[src/logic/tpc_pkg.sv]
// register map, field positions and mode codes of the timer pair with
// input capture; shared by the top module, the timer unit and the bench
package tpc_pkg;
   localparam logic [7:0]  OFF_LO_CTRL = 8'h00;
   localparam logic [7:0]  OFF_HI_CTRL = 8'h04;
   localparam logic [7:0]  OFF_LO_CNT  = 8'h08;
   localparam logic [7:0]  OFF_HI_CNT  = 8'h0c;
   localparam logic [7:0]  OFF_LO_PER  = 8'h10;
   localparam logic [7:0]  OFF_HI_PER  = 8'h14;
   localparam logic [7:0]  OFF_CAP_CTL = 8'h18;
   localparam logic [7:0]  OFF_CAP_BUF = 8'h1c;

   localparam logic [15:0] CTRL_RST    = 16'h0000;
   localparam logic [15:0] PER_RST     = 16'hffff;
   localparam logic [15:0] CNT_MAX     = 16'hffff;
   localparam logic [15:0] LO_MASK     = 16'ha07a;
   localparam logic [15:0] HI_MASK     = 16'ha072;
   localparam logic [15:0] CAP_MASK    = 16'h20e7;

   localparam int RUN_BIT  = 15;
   localparam int IDLE_BIT = 13;
   localparam int GATE_BIT = 6;
   localparam int PS_HI    = 5;
   localparam int PS_LO    = 4;
   localparam int JOIN_BIT = 3;
   localparam int CS_BIT   = 1;
   localparam int TB_BIT   = 7;
   localparam int ICI_HI   = 6;
   localparam int ICI_LO   = 5;
   localparam int OV_BIT   = 4;
   localparam int BNE_BIT  = 3;
   localparam int MODE_HI  = 2;

   localparam logic [7:0]  PS_LIM1   = 8'h00;
   localparam logic [7:0]  PS_LIM8   = 8'h07;
   localparam logic [7:0]  PS_LIM64  = 8'h3f;
   localparam logic [7:0]  PS_LIM256 = 8'hff;
   localparam logic [3:0]  RISE4_N   = 4'h3;
   localparam logic [3:0]  RISE16_N  = 4'hf;

   typedef enum logic [2:0] {
      CM_OFF    = 3'h0,
      CM_BOTH   = 3'h1,
      CM_FALL   = 3'h2,
      CM_RISE   = 3'h3,
      CM_RISE4  = 3'h4,
      CM_RISE16 = 3'h5,
      CM_UNUSED = 3'h6,
      CM_WAKE   = 3'h7
   } cap_mode_t;
endpackage

[src/logic/timer_if.sv]
// control and status bundle between the top module and one 16-bit timer
// unit; the top drives the settings, the unit answers with count and steps
`timescale 1ns/1ps
interface timer_if;
   logic        run;       // run bit
   logic        stop;      // idle stop in force
   logic        gate_en;   // gated accumulation
   logic        ext_sel;   // count external pin
   logic [1:0]  presc;     // prescale select
   logic        ext_rise;  // synchronised pin rising edge
   logic        gate_lvl;  // synchronised pin level
   logic        wide;      // part of joined pair, no own period
   logic        cascade;   // high half, stepped by carry
   logic        carry_in;  // carry from low half
   logic        clr;       // joined period match
   logic        wr;        // software count write
   logic [15:0] wdata;     // count write data
   logic [15:0] period;    // own period
   logic [15:0] count;     // current count
   logic        step;      // count advances this cycle
   logic        carry;     // step at top of range
   logic        match;     // own period match
   modport ctl  (output run, stop, gate_en, ext_sel, presc, ext_rise,
                 gate_lvl, wide, cascade, carry_in, clr, wr, wdata,
                 period, input count, step, carry, match);
   modport unit (input run, stop, gate_en, ext_sel, presc, ext_rise,
                 gate_lvl, wide, cascade, carry_in, clr, wr, wdata,
                 period, output count, step, carry, match);
endinterface

[src/logic/timer_pair_capture.sv]
// timer pair (two 16-bit or one 32-bit) with input capture channel
// assumes an apb master on pclk; pins arrive asynchronously
//
// Functional notes
// - run bit starts and stops timer
// - idle stop halts timer in idle
// - gate accumulates internal clock, ignored external
// - prescale 1, 8, 64 or 256
// - join bit makes one 32-bit timer
// - clock source: pin rising edge or internal
// - joined: high control bits have no effect
// - unused bits read zero, reset zero
// - capture halts in idle when set
// - timebase select picks low or high count
// - interrupt every 1 to 4 captures
// - read-only overrun flag on capture overflow
// - buffer not empty status bit
// - captures held in four-entry fifo
// - mode 111 wake edge in sleep/idle
// - modes 101/100 every 16th/4th rise
// - modes 011/010 rising or falling edge
// - mode 001 both edges, every-capture interrupt
// - modes 000 and 110 channel off
// - high count is upper word when joined
// - joined match raises high timer interrupt
// - joined 32-bit count matches 32-bit period
`timescale 1ns/1ps
module timer_pair_capture #(
   parameter int FIFO_DEPTH = 4
) (
   input  wire logic        pclk,         // 100 MHz clock
   input  wire logic        presetn,      // async reset, low
   input  wire logic        psel,         // apb select
   input  wire logic        penable,      // apb enable
   input  wire logic        pwrite,       // apb direction
   input  wire logic [7:0]  paddr,        // apb byte address
   input  wire logic [31:0] pwdata,       // apb write data
   output logic      [31:0] prdata,       // apb read data
   output logic             pready,       // apb ready
   output logic             pslverr,      // apb error
   input  wire logic        idle_mode,    // device in idle
   input  wire logic        sleep_mode,   // device in sleep
   input  wire logic        lo_ext_pin,   // low timer count pin
   input  wire logic        hi_ext_pin,   // high timer count pin
   input  wire logic        capture_input_pin, // capture pin
   output logic             low_irq,      // low timer match
   output logic             high_irq,     // high or joined match
   output logic             capture_irq,  // capture interrupt
   output logic             wake_irq      // wake edge
);
   localparam int PTR_W  = $clog2(FIFO_DEPTH);
   localparam int FILL_W = $clog2(FIFO_DEPTH + 1);
   localparam logic [FILL_W-1:0] FULL_N = FILL_W'(FIFO_DEPTH);

   timer_if lo ();
   timer_if hi ();

   ////////////////////////////////////////////////////////////////////////
   // pin synchronisers: s1 feeds only s2

   logic [2:0] pin_s1_q;
   logic [2:0] pin_s2_q;
   logic [2:0] pin_p_q;

   always_ff @(posedge pclk or negedge presetn)
   begin
      if (!presetn)
      begin
         pin_s1_q <= '0;
         pin_s2_q <= '0;
         pin_p_q  <= '0;
      end
      else
      begin
         pin_s1_q <= {capture_input_pin, hi_ext_pin, lo_ext_pin};
         pin_s2_q <= pin_s1_q;
         pin_p_q  <= pin_s2_q;
      end
   end

   wire logic [2:0] rise = pin_s2_q & ~pin_p_q;
   wire logic [2:0] fall = ~pin_s2_q & pin_p_q;

   ////////////////////////////////////////////////////////////////////////
   // apb decode

   wire logic setup  = psel & ~penable;
   wire logic wr_acc = psel & penable & pready & pwrite;
   wire logic rd_set = setup & ~pwrite;

   wire logic hit_lo_ctl = paddr == tpc_pkg::OFF_LO_CTRL;
   wire logic hit_hi_ctl = paddr == tpc_pkg::OFF_HI_CTRL;
   wire logic hit_lo_cnt = paddr == tpc_pkg::OFF_LO_CNT;
   wire logic hit_hi_cnt = paddr == tpc_pkg::OFF_HI_CNT;
   wire logic hit_lo_per = paddr == tpc_pkg::OFF_LO_PER;
   wire logic hit_hi_per = paddr == tpc_pkg::OFF_HI_PER;
   wire logic hit_cap    = paddr == tpc_pkg::OFF_CAP_CTL;
   wire logic hit_buf    = paddr == tpc_pkg::OFF_CAP_BUF;
   wire logic mapped     = hit_lo_ctl | hit_hi_ctl | hit_lo_cnt |
                           hit_hi_cnt | hit_lo_per | hit_hi_per |
                           hit_cap | hit_buf;

   ////////////////////////////////////////////////////////////////////////
   // control registers

   logic [15:0] lo_ctrl_q;
   logic [15:0] hi_ctrl_q;
   logic [15:0] lo_per_q;
   logic [15:0] hi_per_q;
   logic [15:0] cap_ctrl_q;

   // only implemented bits are stored, so the rest read zero
   always_ff @(posedge pclk or negedge presetn)
   begin
      if (!presetn)
      begin
         lo_ctrl_q  <= tpc_pkg::CTRL_RST;
         hi_ctrl_q  <= tpc_pkg::CTRL_RST;
         cap_ctrl_q <= tpc_pkg::CTRL_RST;
         lo_per_q   <= tpc_pkg::PER_RST;
         hi_per_q   <= tpc_pkg::PER_RST;
      end
      else if (wr_acc)
      begin
         if (hit_lo_ctl)
            lo_ctrl_q <= pwdata[15:0] & tpc_pkg::LO_MASK;
         if (hit_hi_ctl)
            hi_ctrl_q <= pwdata[15:0] & tpc_pkg::HI_MASK;
         if (hit_cap)
            cap_ctrl_q <= pwdata[15:0] & tpc_pkg::CAP_MASK;
         if (hit_lo_per)
            lo_per_q <= pwdata[15:0];
         if (hit_hi_per)
            hi_per_q <= pwdata[15:0];
      end
   end

   ////////////////////////////////////////////////////////////////////////
   // timer pair

   wire logic        pair_join = lo_ctrl_q[tpc_pkg::JOIN_BIT];
   wire logic [31:0] cnt32 = {hi.count, lo.count};
   wire logic [31:0] per32 = {hi_per_q, lo_per_q};
   wire logic        clr32 = pair_join & lo.step & (cnt32 == per32);

   assign lo.run      = lo_ctrl_q[tpc_pkg::RUN_BIT];
   assign lo.stop     = lo_ctrl_q[tpc_pkg::IDLE_BIT] & idle_mode;
   assign lo.gate_en  = lo_ctrl_q[tpc_pkg::GATE_BIT];
   assign lo.ext_sel  = lo_ctrl_q[tpc_pkg::CS_BIT];
   assign lo.presc    = lo_ctrl_q[tpc_pkg::PS_HI:tpc_pkg::PS_LO];
   assign lo.ext_rise = rise[0];
   assign lo.gate_lvl = pin_s2_q[0];
   assign lo.wide     = pair_join;
   assign lo.cascade  = 1'b0;
   assign lo.carry_in = 1'b0;
   assign lo.clr      = clr32;
   assign lo.wr       = wr_acc & hit_lo_cnt;
   assign lo.wdata    = pwdata[15:0];
   assign lo.period   = lo_per_q;

   assign hi.run      = hi_ctrl_q[tpc_pkg::RUN_BIT];
   assign hi.stop     = hi_ctrl_q[tpc_pkg::IDLE_BIT] & idle_mode;
   assign hi.gate_en  = hi_ctrl_q[tpc_pkg::GATE_BIT];
   assign hi.ext_sel  = hi_ctrl_q[tpc_pkg::CS_BIT];
   assign hi.presc    = hi_ctrl_q[tpc_pkg::PS_HI:tpc_pkg::PS_LO];
   assign hi.ext_rise = rise[1];
   assign hi.gate_lvl = pin_s2_q[1];
   assign hi.wide     = pair_join;
   assign hi.cascade  = pair_join;
   assign hi.carry_in = lo.carry;
   assign hi.clr      = clr32;
   assign hi.wr       = wr_acc & hit_hi_cnt;
   assign hi.wdata    = pwdata[15:0];
   assign hi.period   = hi_per_q;

   timer_unit u_lo (
      .pclk    (pclk),
      .presetn (presetn),
      .t       (lo)
   );

   timer_unit u_hi (
      .pclk    (pclk),
      .presetn (presetn),
      .t       (hi)
   );

   ////////////////////////////////////////////////////////////////////////
   // capture channel

   logic [3:0]        edge_cnt_q;
   logic [1:0]        irq_cnt_q;
   logic              ovf_q;
   logic [15:0]       mem_q [FIFO_DEPTH];
   logic [PTR_W-1:0]  wp_q;
   logic [PTR_W-1:0]  rp_q;
   logic [FILL_W-1:0] fill_q;

   wire tpc_pkg::cap_mode_t mode =
      tpc_pkg::cap_mode_t'(cap_ctrl_q[tpc_pkg::MODE_HI:0]);
   wire logic [1:0] captures_per_irq = cap_ctrl_q[tpc_pkg::ICI_HI:tpc_pkg::ICI_LO];
   wire logic halt = cap_ctrl_q[tpc_pkg::IDLE_BIT] & idle_mode;
   wire logic live = ~halt & (mode != tpc_pkg::CM_OFF) &
                     (mode != tpc_pkg::CM_UNUSED) &
                     (mode != tpc_pkg::CM_WAKE);
   wire logic cap_edge =
      (mode == tpc_pkg::CM_BOTH) ? (rise[2] | fall[2]) :
      (mode == tpc_pkg::CM_FALL) ? fall[2] : rise[2];
   wire logic [3:0] edge_lim =
      (mode == tpc_pkg::CM_RISE16) ? tpc_pkg::RISE16_N :
      (mode == tpc_pkg::CM_RISE4)  ? tpc_pkg::RISE4_N  : '0;
   wire logic edge_hit  = edge_cnt_q >= edge_lim;
   wire logic cap_event = live & cap_edge & edge_hit;
   wire logic [15:0] cap_val =
      cap_ctrl_q[tpc_pkg::TB_BIT] ? lo.count : hi.count;
   wire logic full  = fill_q == FULL_N;
   wire logic bne   = fill_q != '0;
   wire logic push  = cap_event & ~full;
   wire logic ovf_set = cap_event & full;
   wire logic pop   = rd_set & hit_buf & bne;
   wire logic cap_wr = wr_acc & hit_cap;
   wire logic ovf_clr = cap_wr &
      (pwdata[tpc_pkg::MODE_HI:0] == tpc_pkg::CM_OFF);
   wire logic irq_hit = (mode == tpc_pkg::CM_BOTH) ||
                        (irq_cnt_q == captures_per_irq);

   // a mode write restarts the edge and interrupt counts
   always_ff @(posedge pclk or negedge presetn)
   begin
      if (!presetn)
      begin
         edge_cnt_q <= '0;
         irq_cnt_q  <= '0;
      end
      else if (cap_wr || !live)
      begin
         edge_cnt_q <= '0;
         irq_cnt_q  <= '0;
      end
      else
      begin
         if (cap_edge)
            edge_cnt_q <= edge_hit ? '0 : edge_cnt_q + 4'h1;
         if (cap_event)
            irq_cnt_q <= irq_hit ? '0 : irq_cnt_q + 2'h1;
      end
   end

   // set wins over the clear by turning the channel off
   always_ff @(posedge pclk or negedge presetn)
   begin
      if (!presetn)
         ovf_q <= 1'b0;
      else if (ovf_set)
         ovf_q <= 1'b1;
      else if (ovf_clr)
         ovf_q <= 1'b0;
   end

   // depth must be a power of two so the pointers wrap by themselves
   always_ff @(posedge pclk)
   begin
      if (push)
         mem_q[wp_q] <= cap_val;
   end

   always_ff @(posedge pclk or negedge presetn)
   begin
      if (!presetn)
      begin
         wp_q   <= '0;
         rp_q   <= '0;
         fill_q <= '0;
      end
      else
      begin
         if (push)
            wp_q <= wp_q + 1'b1;
         if (pop)
            rp_q <= rp_q + 1'b1;
         if (push && !pop)
            fill_q <= fill_q + 1'b1;
         else if (pop && !push)
            fill_q <= fill_q - 1'b1;
      end
   end

   ////////////////////////////////////////////////////////////////////////
   // read mux and registered outputs

   wire logic [15:0] cap_rd = cap_ctrl_q |
      ({15'h0, ovf_q} << tpc_pkg::OV_BIT) |
      ({15'h0, bne} << tpc_pkg::BNE_BIT);
   wire logic [15:0] rd16 =
      hit_lo_ctl ? lo_ctrl_q : hit_hi_ctl ? hi_ctrl_q :
      hit_lo_cnt ? lo.count  : hit_hi_cnt ? hi.count  :
      hit_lo_per ? lo_per_q  : hit_hi_per ? hi_per_q  :
      hit_cap    ? cap_rd    :
      (hit_buf && bne) ? mem_q[rp_q] : '0;

   // read data and pops are taken at setup, so access is one cycle
   always_ff @(posedge pclk or negedge presetn)
   begin
      if (!presetn)
      begin
         prdata      <= '0;
         pready      <= 1'b0;
         pslverr     <= 1'b0;
         low_irq     <= 1'b0;
         high_irq    <= 1'b0;
         capture_irq <= 1'b0;
         wake_irq    <= 1'b0;
      end
      else
      begin
         pready      <= setup;
         pslverr     <= setup & ~mapped;
         prdata      <= rd_set ? {16'h0, rd16} : '0;
         low_irq     <= ~pair_join & lo.match;
         high_irq    <= pair_join ? clr32 : hi.match;
         capture_irq <= cap_event & irq_hit;
         wake_irq    <= (mode == tpc_pkg::CM_WAKE) &
                        (sleep_mode | idle_mode) & rise[2];
      end
   end
endmodule

[src/logic/timer_unit.sv]
// one 16-bit timer with prescaler, gate and period match
// assumes pin signals already synchronised to pclk by the top module
`timescale 1ns/1ps
module timer_unit (
   input wire logic pclk,     // clock
   input wire logic presetn,  // async reset, low
   timer_if.unit    t         // settings and count
);
   logic [7:0]  pre_q;
   logic [15:0] cnt_q;

   wire logic       active   = t.run & ~t.stop;
   wire logic       tick_src = t.ext_sel ? t.ext_rise
                                         : (~t.gate_en | t.gate_lvl);
   wire logic       tick     = active & tick_src;
   wire logic [7:0] lim      =
      (t.presc == 2'h3) ? tpc_pkg::PS_LIM256 :
      (t.presc == 2'h2) ? tpc_pkg::PS_LIM64  :
      (t.presc == 2'h1) ? tpc_pkg::PS_LIM8   : tpc_pkg::PS_LIM1;
   wire logic       pre_hit  = pre_q >= lim;

   // the high half of a joined pair ignores its own settings
   assign t.step  = t.cascade ? t.carry_in : (tick & pre_hit);
   assign t.match = t.step & ~t.wide & (cnt_q == t.period);
   assign t.carry = t.step & (cnt_q == tpc_pkg::CNT_MAX);
   assign t.count = cnt_q;

   always_ff @(posedge pclk or negedge presetn)
   begin
      if (!presetn)
         pre_q <= '0;
      else if (!active || t.cascade)
         pre_q <= '0;
      else if (tick)
         pre_q <= pre_hit ? '0 : pre_q + 8'h01;
   end

   always_ff @(posedge pclk or negedge presetn)
   begin
      if (!presetn)
         cnt_q <= '0;
      else if (t.wr)
         cnt_q <= t.wdata;
      else if (t.clr || t.match)
         cnt_q <= '0;
      else if (t.step)
         cnt_q <= cnt_q + 16'h0001;
   end
endmodule

[config.mk]
export PLATFORM = sky130hd
export DESIGN_NAME = timer_pair_capture
export DESIGN_NICKNAME = d
export VERILOG_FILES = /design/src/logic/tpc_pkg.sv /design/src/logic/timer_if.sv /design/src/logic/timer_pair_capture.sv /design/src/logic/timer_unit.sv
export SDC_FILE = /design/constraint.sdc
export NUM_CORES = 1
export LEC_CHECK = 0
export ABC_AREA = 1
export BUFFER_PORTS_ARGS = -buffer_cell sky130_fd_sc_hd__buf_2
export CORE_UTILIZATION = 50
export DETAILED_ROUTE_END_ITERATION = 12
export PLACE_DENSITY = 0.77
export SYNTH_ARGS = -nofsm -noshare
export SYNTH_HDL_FRONTEND = slang
export SYNTH_SLANG_ARGS = --single-unit
[constraint.sdc]
create_clock -name pclk -period 6.67 [get_ports pclk]
set_clock_uncertainty 0.15 [all_clocks]
set_input_delay 0.3335 -clock pclk [delete_from_list [all_inputs] [get_ports pclk]]
set_output_delay 0.3335 -clock pclk [all_outputs]
set_load 0.01 [all_outputs]
* Word-level counts from Yosys, hierarchy flattened
Memory sizes are Yosys's and may differ from the RTL's.
Cells that the tools add are included.
** Cells by class
- Add/sub/neg operators :: 10
- Magnitude comparators :: 3
- Equality and inequality tests :: 27
- Mux-type cells :: 48
- Bitwise logic cells :: 66
- Reduce and logical (&&, ||, !) cells :: 28
** Operators by type and width (count)
- 16-bit 2-to-1 mux :: 16
- 8-bit 2-to-1 mux :: 10
- 1-bit bitwise AND :: 39
- 16-bit by 1-bit adder with 16-bit output (second input constant) :: 2
- 16-bit equality test :: 2
- 32-bit equality test :: 1
- 8-bit by 5-bit equality test with 1-bit output (second input constant) :: 4
- 8-bit by 1-bit adder with 8-bit output (second input constant) :: 2
- 16-bit equality test (second input constant) :: 1
- 8-bit by 4-bit equality test with 1-bit output (second input constant) :: 2
- 8-bit greater-or-equal comparator :: 2
- 4-bit 2-to-1 mux :: 4
- 14-bit by 4-bit OR with 14-bit output :: 1
- 14-bit by 5-bit OR with 14-bit output :: 1
- 3-bit equality test (second input constant) :: 4
- 3-bit 2-to-1 mux :: 4
- 3-bit nonzero test :: 4
- 1-bit OR :: 11
- 1-bit 2-to-1 mux :: 10
- 1-bit NOT :: 10
- 2-bit AND reduction :: 5
- 2-bit nonzero test :: 5
- 2-bit equality test (second input constant) :: 4
- 8-bit by 3-bit equality test with 1-bit output (second input constant) :: 1
- 19 further kinds :: 37
** Storage, ports and cells
- Bits in registers :: 145
- Bits in writable memories :: 64
- Bits of input ports :: 50
- Output and inout port bits :: 38
- Word-level logic and storage cells :: 208
- Memories kept :: 1
** Memories
- mem_q :: depth 4, width 16, rd ports 1, clocked after memory_dff 0, wr ports 1, line timer_pair_capture.sv:194 : logic [15:0] mem_q [FIFO_DEPTH];

* Longest topological paths before layout
- Word-level depth :: 13
- Mapped depth :: 18
- Depth with buffers taken out :: 17

* Modules after synthesis
A second synthesis with hierarchy kept.
** Unflattened totals
- Cells, all modules :: 1644
- Area, all modules :: 12659.6 um^2
** By module, submodules not included
- timer_pair_capture :: times used 1, cells an instance 990, area an instance 8318.0 um^2, sequential area each 4389.2 um^2
- timer_unit :: times used 2, cells an instance 327, area an instance 2170.8 um^2, sequential area each 600.6 um^2

* Least setup slack after synthesis
No wires, ideal clock.
- Kind :: register to register
- Start point :: register cap_ctrl_q[2]
- End point :: memory mem_q[0][0] (enable)
- Data arrival time :: 2369 ps
- Required time :: 6131 ps
- Setup slack :: 3762 ps
- Stages on the path, launching flop included :: 14
- Cell sequence :: dfrtp_1 inv_1 nor2_1 ha_1 inv_1 nand2_1 a21oi_1 o21bai_1 a21oi_1 nor2_1 nand2_1 nor2_2 inv_1 nor2_1
** Between the ends
- Cells in the longest elaborated chain, start to end :: 9
- Elaborated cells on any way between the ends :: 20
- Classes of those cells :: order compare: 1; eq/ne: 6; mux: 6; bitwise: 6; reduce/logical: 1
** Ends and longest elaborated chain
- from (decl) :: line timer_pair_capture.sv:110 : logic [15:0] cap_ctrl_q;
- from (signal assigned) :: line timer_pair_capture.sv:119 : cap_ctrl_q <= tpc_pkg::CTRL_RST;
- from (signal assigned) :: line timer_pair_capture.sv:130 : cap_ctrl_q <= pwdata[15:0] & tpc_pkg::CAP_MASK;
- branches (longest 5 deep; another with 4-bit greater-or-equal comparator)
- 1-bit bitwise AND (*) :: line timer_pair_capture.sv:213 : wire logic cap_event = live & cap_edge & edge_hit;
- 1-bit bitwise AND (*) :: line timer_pair_capture.sv:218 : wire logic push = cap_event & ~full;
- via push :: line timer_pair_capture.sv:218
- 1-bit 2-to-1 mux (*) :: line timer_pair_capture.sv:263 : if (push)
- 1-bit 2-to-1 mux (not written as such) (*) :: line timer_pair_capture.sv:264 : mem_q[wp_q] <= cap_val;
- to (decl) :: line timer_pair_capture.sv:194
Mark *: on every way through the listed nets, which the timed path passes.

* Worst setup path after layout
- Start point :: register cap_ctrl_q[2]
- End point :: memory mem_q[1][4] (enable)
The elaborated chain is that of the path after synthesis.

==> results.md <==
- Main combinational cell family by area after synthesis: simple AND/OR/NAND/NOR gates
- IO buf count: 55
- Final slew viol count: 0
- Layout cells sized above 1: 10.5%
- Die H: about 150 um
- Clock transition at the registers of the reported paths: 60 ps
- Worst-skew pair later-pin latency: about 520 ps
- ANT cells: 0
- # IOs: between 80 and 90
- Final Critical Period: roughly 3300 ps
- DRC: 0
- Post-synth cell types: 52
- Global-route wire length before repair: 48,700 um
- P_int: 0.00208 W
- DIE WIDTH: 154 um
- Starting Density: 51.2%
- Synthesized netlist cell count: approximately 1,400
- DP HPWL: 21,300 um
- Leak Pwr: 5.97 nW
- F_max: about 300 MHz
- Avg WL per Cell: around 17 um
- Sw Share: 23.0%
- Clock root buffer: clkbuf_16
- WHS: ~25 ps
- # Max-Cap Violations: 0
- Register Area: approximately 5600 um2
- Remaining global-route overflow: 0
- Post-synth ARST share: between 60% and 70%
- Final wirelength: 30,300 um
- H-Tree Depth: 1
- Row cnt: 55
- Period utilisation layout: slightly below 50%
- Seq/Total Area, Yosys: 48.1%
- VDD IR max: 0.000171 V
- Initial antenna violation count: 0
- WP data arrival: roughly 3300 ps
- Ys Warns: 0
- Via count: 9,824
- Compound-Gate Fraction of Synth Area: 12.1%
- Post-cts sizing count: 0
- Max_slew headroom: 30.5%
- Leading post-synthesis cells by instance count: nand2_1, inv_1, o21ai_0, nor2_1, dfrtp_1
- Post-synth top area cell: dfrtp_1
- Hold Path Class: in2reg
- Cell Pwr Density: 210 nW/um2
- Reg power frac: between 40% and 50%
- RR Endpoint: mem_q[1][4]$_DFFE_PP_
- Crit path max fanout: 16
- RSZ-0062 raised after global routing: false
- Worst r2r path cells: 12
- Multiplexer share of the synthesized area: 0.0969%
- Die area: about 24,000 um2
- WS Path Type: reg2reg
- CTS Buf Count: 23
- Core area: 22,700 um2
- Fillers: 2,011
- Clock sink total: 209
- Startpoint types: flip-flop
- DR pass1 iterations: 6
- Post-synthesis area per instance: 8.19 um2
- R2R Setup Slk: around 3400 ps
- DR iter-0 viols: 953
- Setup TNS: 0 ps
- All-Layer GR Usage: 25.8%
- Worst EP required: 6660 ps
- Net Switching: 0.000621 W
- Via-to-Cell Ratio: 5.56
- Hold depth: 5
- Logic pwr share: 5.0%
- Pin count of the biggest net entering global routing: 76
- Adder-cell share of the synthesized area: 2.54%
- Final Hold Fails: 0
- Most frequent cell after synthesis: nand2_1
- Worst setup EP type: flip-flop
- R2R Path Start: cap_ctrl_q[2]$_DFFE_PN0P_
- Clock power share: 45.0%
- Post-layout nets: 1,537
- Worst Hold End: u_hi.t.count[15]$_DFFE_PN0P_
- Area Growth Syn to Fin: 10.5%
- Number of flops mapped to enable cells by yosys: 64
- Worst-margin pin slew: a little over 1000 ps
- Final ANT Viol Nets: 0
- Mapped Area: 11,600 um2
- Vias in the first global route: 9,235
- Outcome: completed
- Post-synthesis xor/xnor area fraction: 5.12%
- Synth area leaders: dfrtp_1, edfxtp_1, nand2_1
- Synth Area in Simple Gates: 23.0%
- Hold path start: pwdata[15]
- Clock tree from TritonCTS: done
- Top cell type's share of synthesized area: 24.3%
- FF+latch count, synth: 209
- Area taken by multi-input logic gates: 5050 um2
- Top FF cell, synth: dfrtp_1
- Final setup fails: 0
- Buffer depth of the longest clock path: 3
- Final GP Congestion: roughly 0.94
power by group through the flow:
stage	combinational, W	sequential (W)	clock (W)
floorplan	0.0000823	0.00136	0
global placement	0.000124	0.00137	0
detailed placement	0.000127	0.00137	0
CTS	0.000136	0.00135	0.00123
global route	0.000153	0.00135	0.00129
finish	0.000136	0.00135	0.00122
worst max-delay path, stage by stage (launching register included):
cell	delay, ps
dfrtp_1	430
inv_1	110
nor2_1	140
inv_1	60
ha_1	270
a21oi_1	60
o21bai_1	120
a21oi_1	90
nor2_1	200
nand2_1	120
nor2_2	230
inv_1	170
nor2_2	750
per-layer routing:
layer  vias up  routed length (um)  track usage (%)
li1       4711                   -                -
met1      4627               12800             35.9
met2       413               14000             41.0
met3        73                2490             4.48
met4         0                 975             8.86
met5         -                   0                0
how the worst max path moves through the flow:
stage / slack [ps] / start / endpoint / cells past startpoint
floorplan: 3760 / cap_ctrl_q[2]$_DFFE_PN0P_ / mem_q[0][0]$_DFFE_PP_ / 13
global placement: 3290 / paddr[1] / u_lo.t.count[9]$_DFFE_PN0P_ / 11
detailed placement: 3290 / paddr[1] / u_lo.t.count[9]$_DFFE_PN0P_ / 11
CTS: 3310 / cap_ctrl_q[2]$_DFFE_PN0P_ / mem_q[1][11]$_DFFE_PP_ / 12
global route: 3080 / cap_ctrl_q[2]$_DFFE_PN0P_ / mem_q[1][11]$_DFFE_PP_ / 12
finish: 3380 / cap_ctrl_q[2]$_DFFE_PN0P_ / mem_q[1][4]$_DFFE_PP_ / 12
repair_timing:
| item | 4_1_cts | 5_1_grt |
|---|---|---|
| hold buffers | 19 | 0 |
| endpoints found under the hold margin | 77 | 0 |
| setup buffers | 0 | 0 |
metrics by stage:
stage / power, W / area, um2 / util, % / std cells / worst slack, ps
4_1_cts: 0.00272 / 12800 / 56.6 / 1766 / 3310
3_3_place_gp: 0.00150 / 11900 / 52.6 / 1705 / 3290
3_5_place_dp: 0.00150 / 11900 / 52.6 / 1705 / 3290
5_1_grt: 0.00279 / 12800 / 56.6 / 1766 / 3080
2_1_floorplan: 0.00145 / 11700 / - / 1434 / 3760
6_report: 0.00270 / 12800 / 56.6 / 1766 / 3380
state kept, by name, indices dropped and copies added (netlist names), 8 cells and up:
register and cells:
hi.period 16, u_hi.pre_q 8, u_lo.pre_q 8, u_lo.t.count 16, prdata 16, u_hi.t.count 16
mem_q 64, lo.period 16
placed cells by master (no fill, tap or decap), types with 3 or more instances in the layout:
cell	instances
nand2_1	356
inv_1	161
o21ai_0	148
nor2_1	113
dfrtp_1	113
a21oi_1	66
edfxtp_1	64
buf_2	54
nand4_1	49
nand3_1	47
xor2_1	37
dfstp_2	32
xnor2_1	31
clkbuf_16	23
ha_1	22
o22ai_1	19
dlygate4sd3_1	19
nor3_1	18
conb_1	16
nor2_2	9
clkbuf_1	8
inv_2	7
clkinv_1	7
nand2_2	6
o221ai_1	5
nor2_4	4
o211ai_1	4
o2111ai_1	3
nor2_8	3
clkbuf_8	3
buf_4	3
cell type report:
type,instances,area share (%)
Clock inverter,8,0.487
Tap cell,285,2.78
Timing Repair Buffer,77,3.85
Multi-Input combinational cell,982,39.3
Sequential cell,209,43.5
Clock buffer,34,5.03
Inverter,171,5.02
kinds of logic (layout without fill, tap and decap cells):
logic type / Yosys count / count (layout)
AO/OA/AOI/OAI: 259 / 259
AND/OR/NAND/NOR: 615 / 615
other: 1 / 16
flip-flops: 209 / 209
buffers and inverters: 243 / 290
adder cells (fa/ha/maj): 23 / 23
multiplexers: 1 / 1
XOR/XNOR: 68 / 68
(Power assumes the default switching activity.)
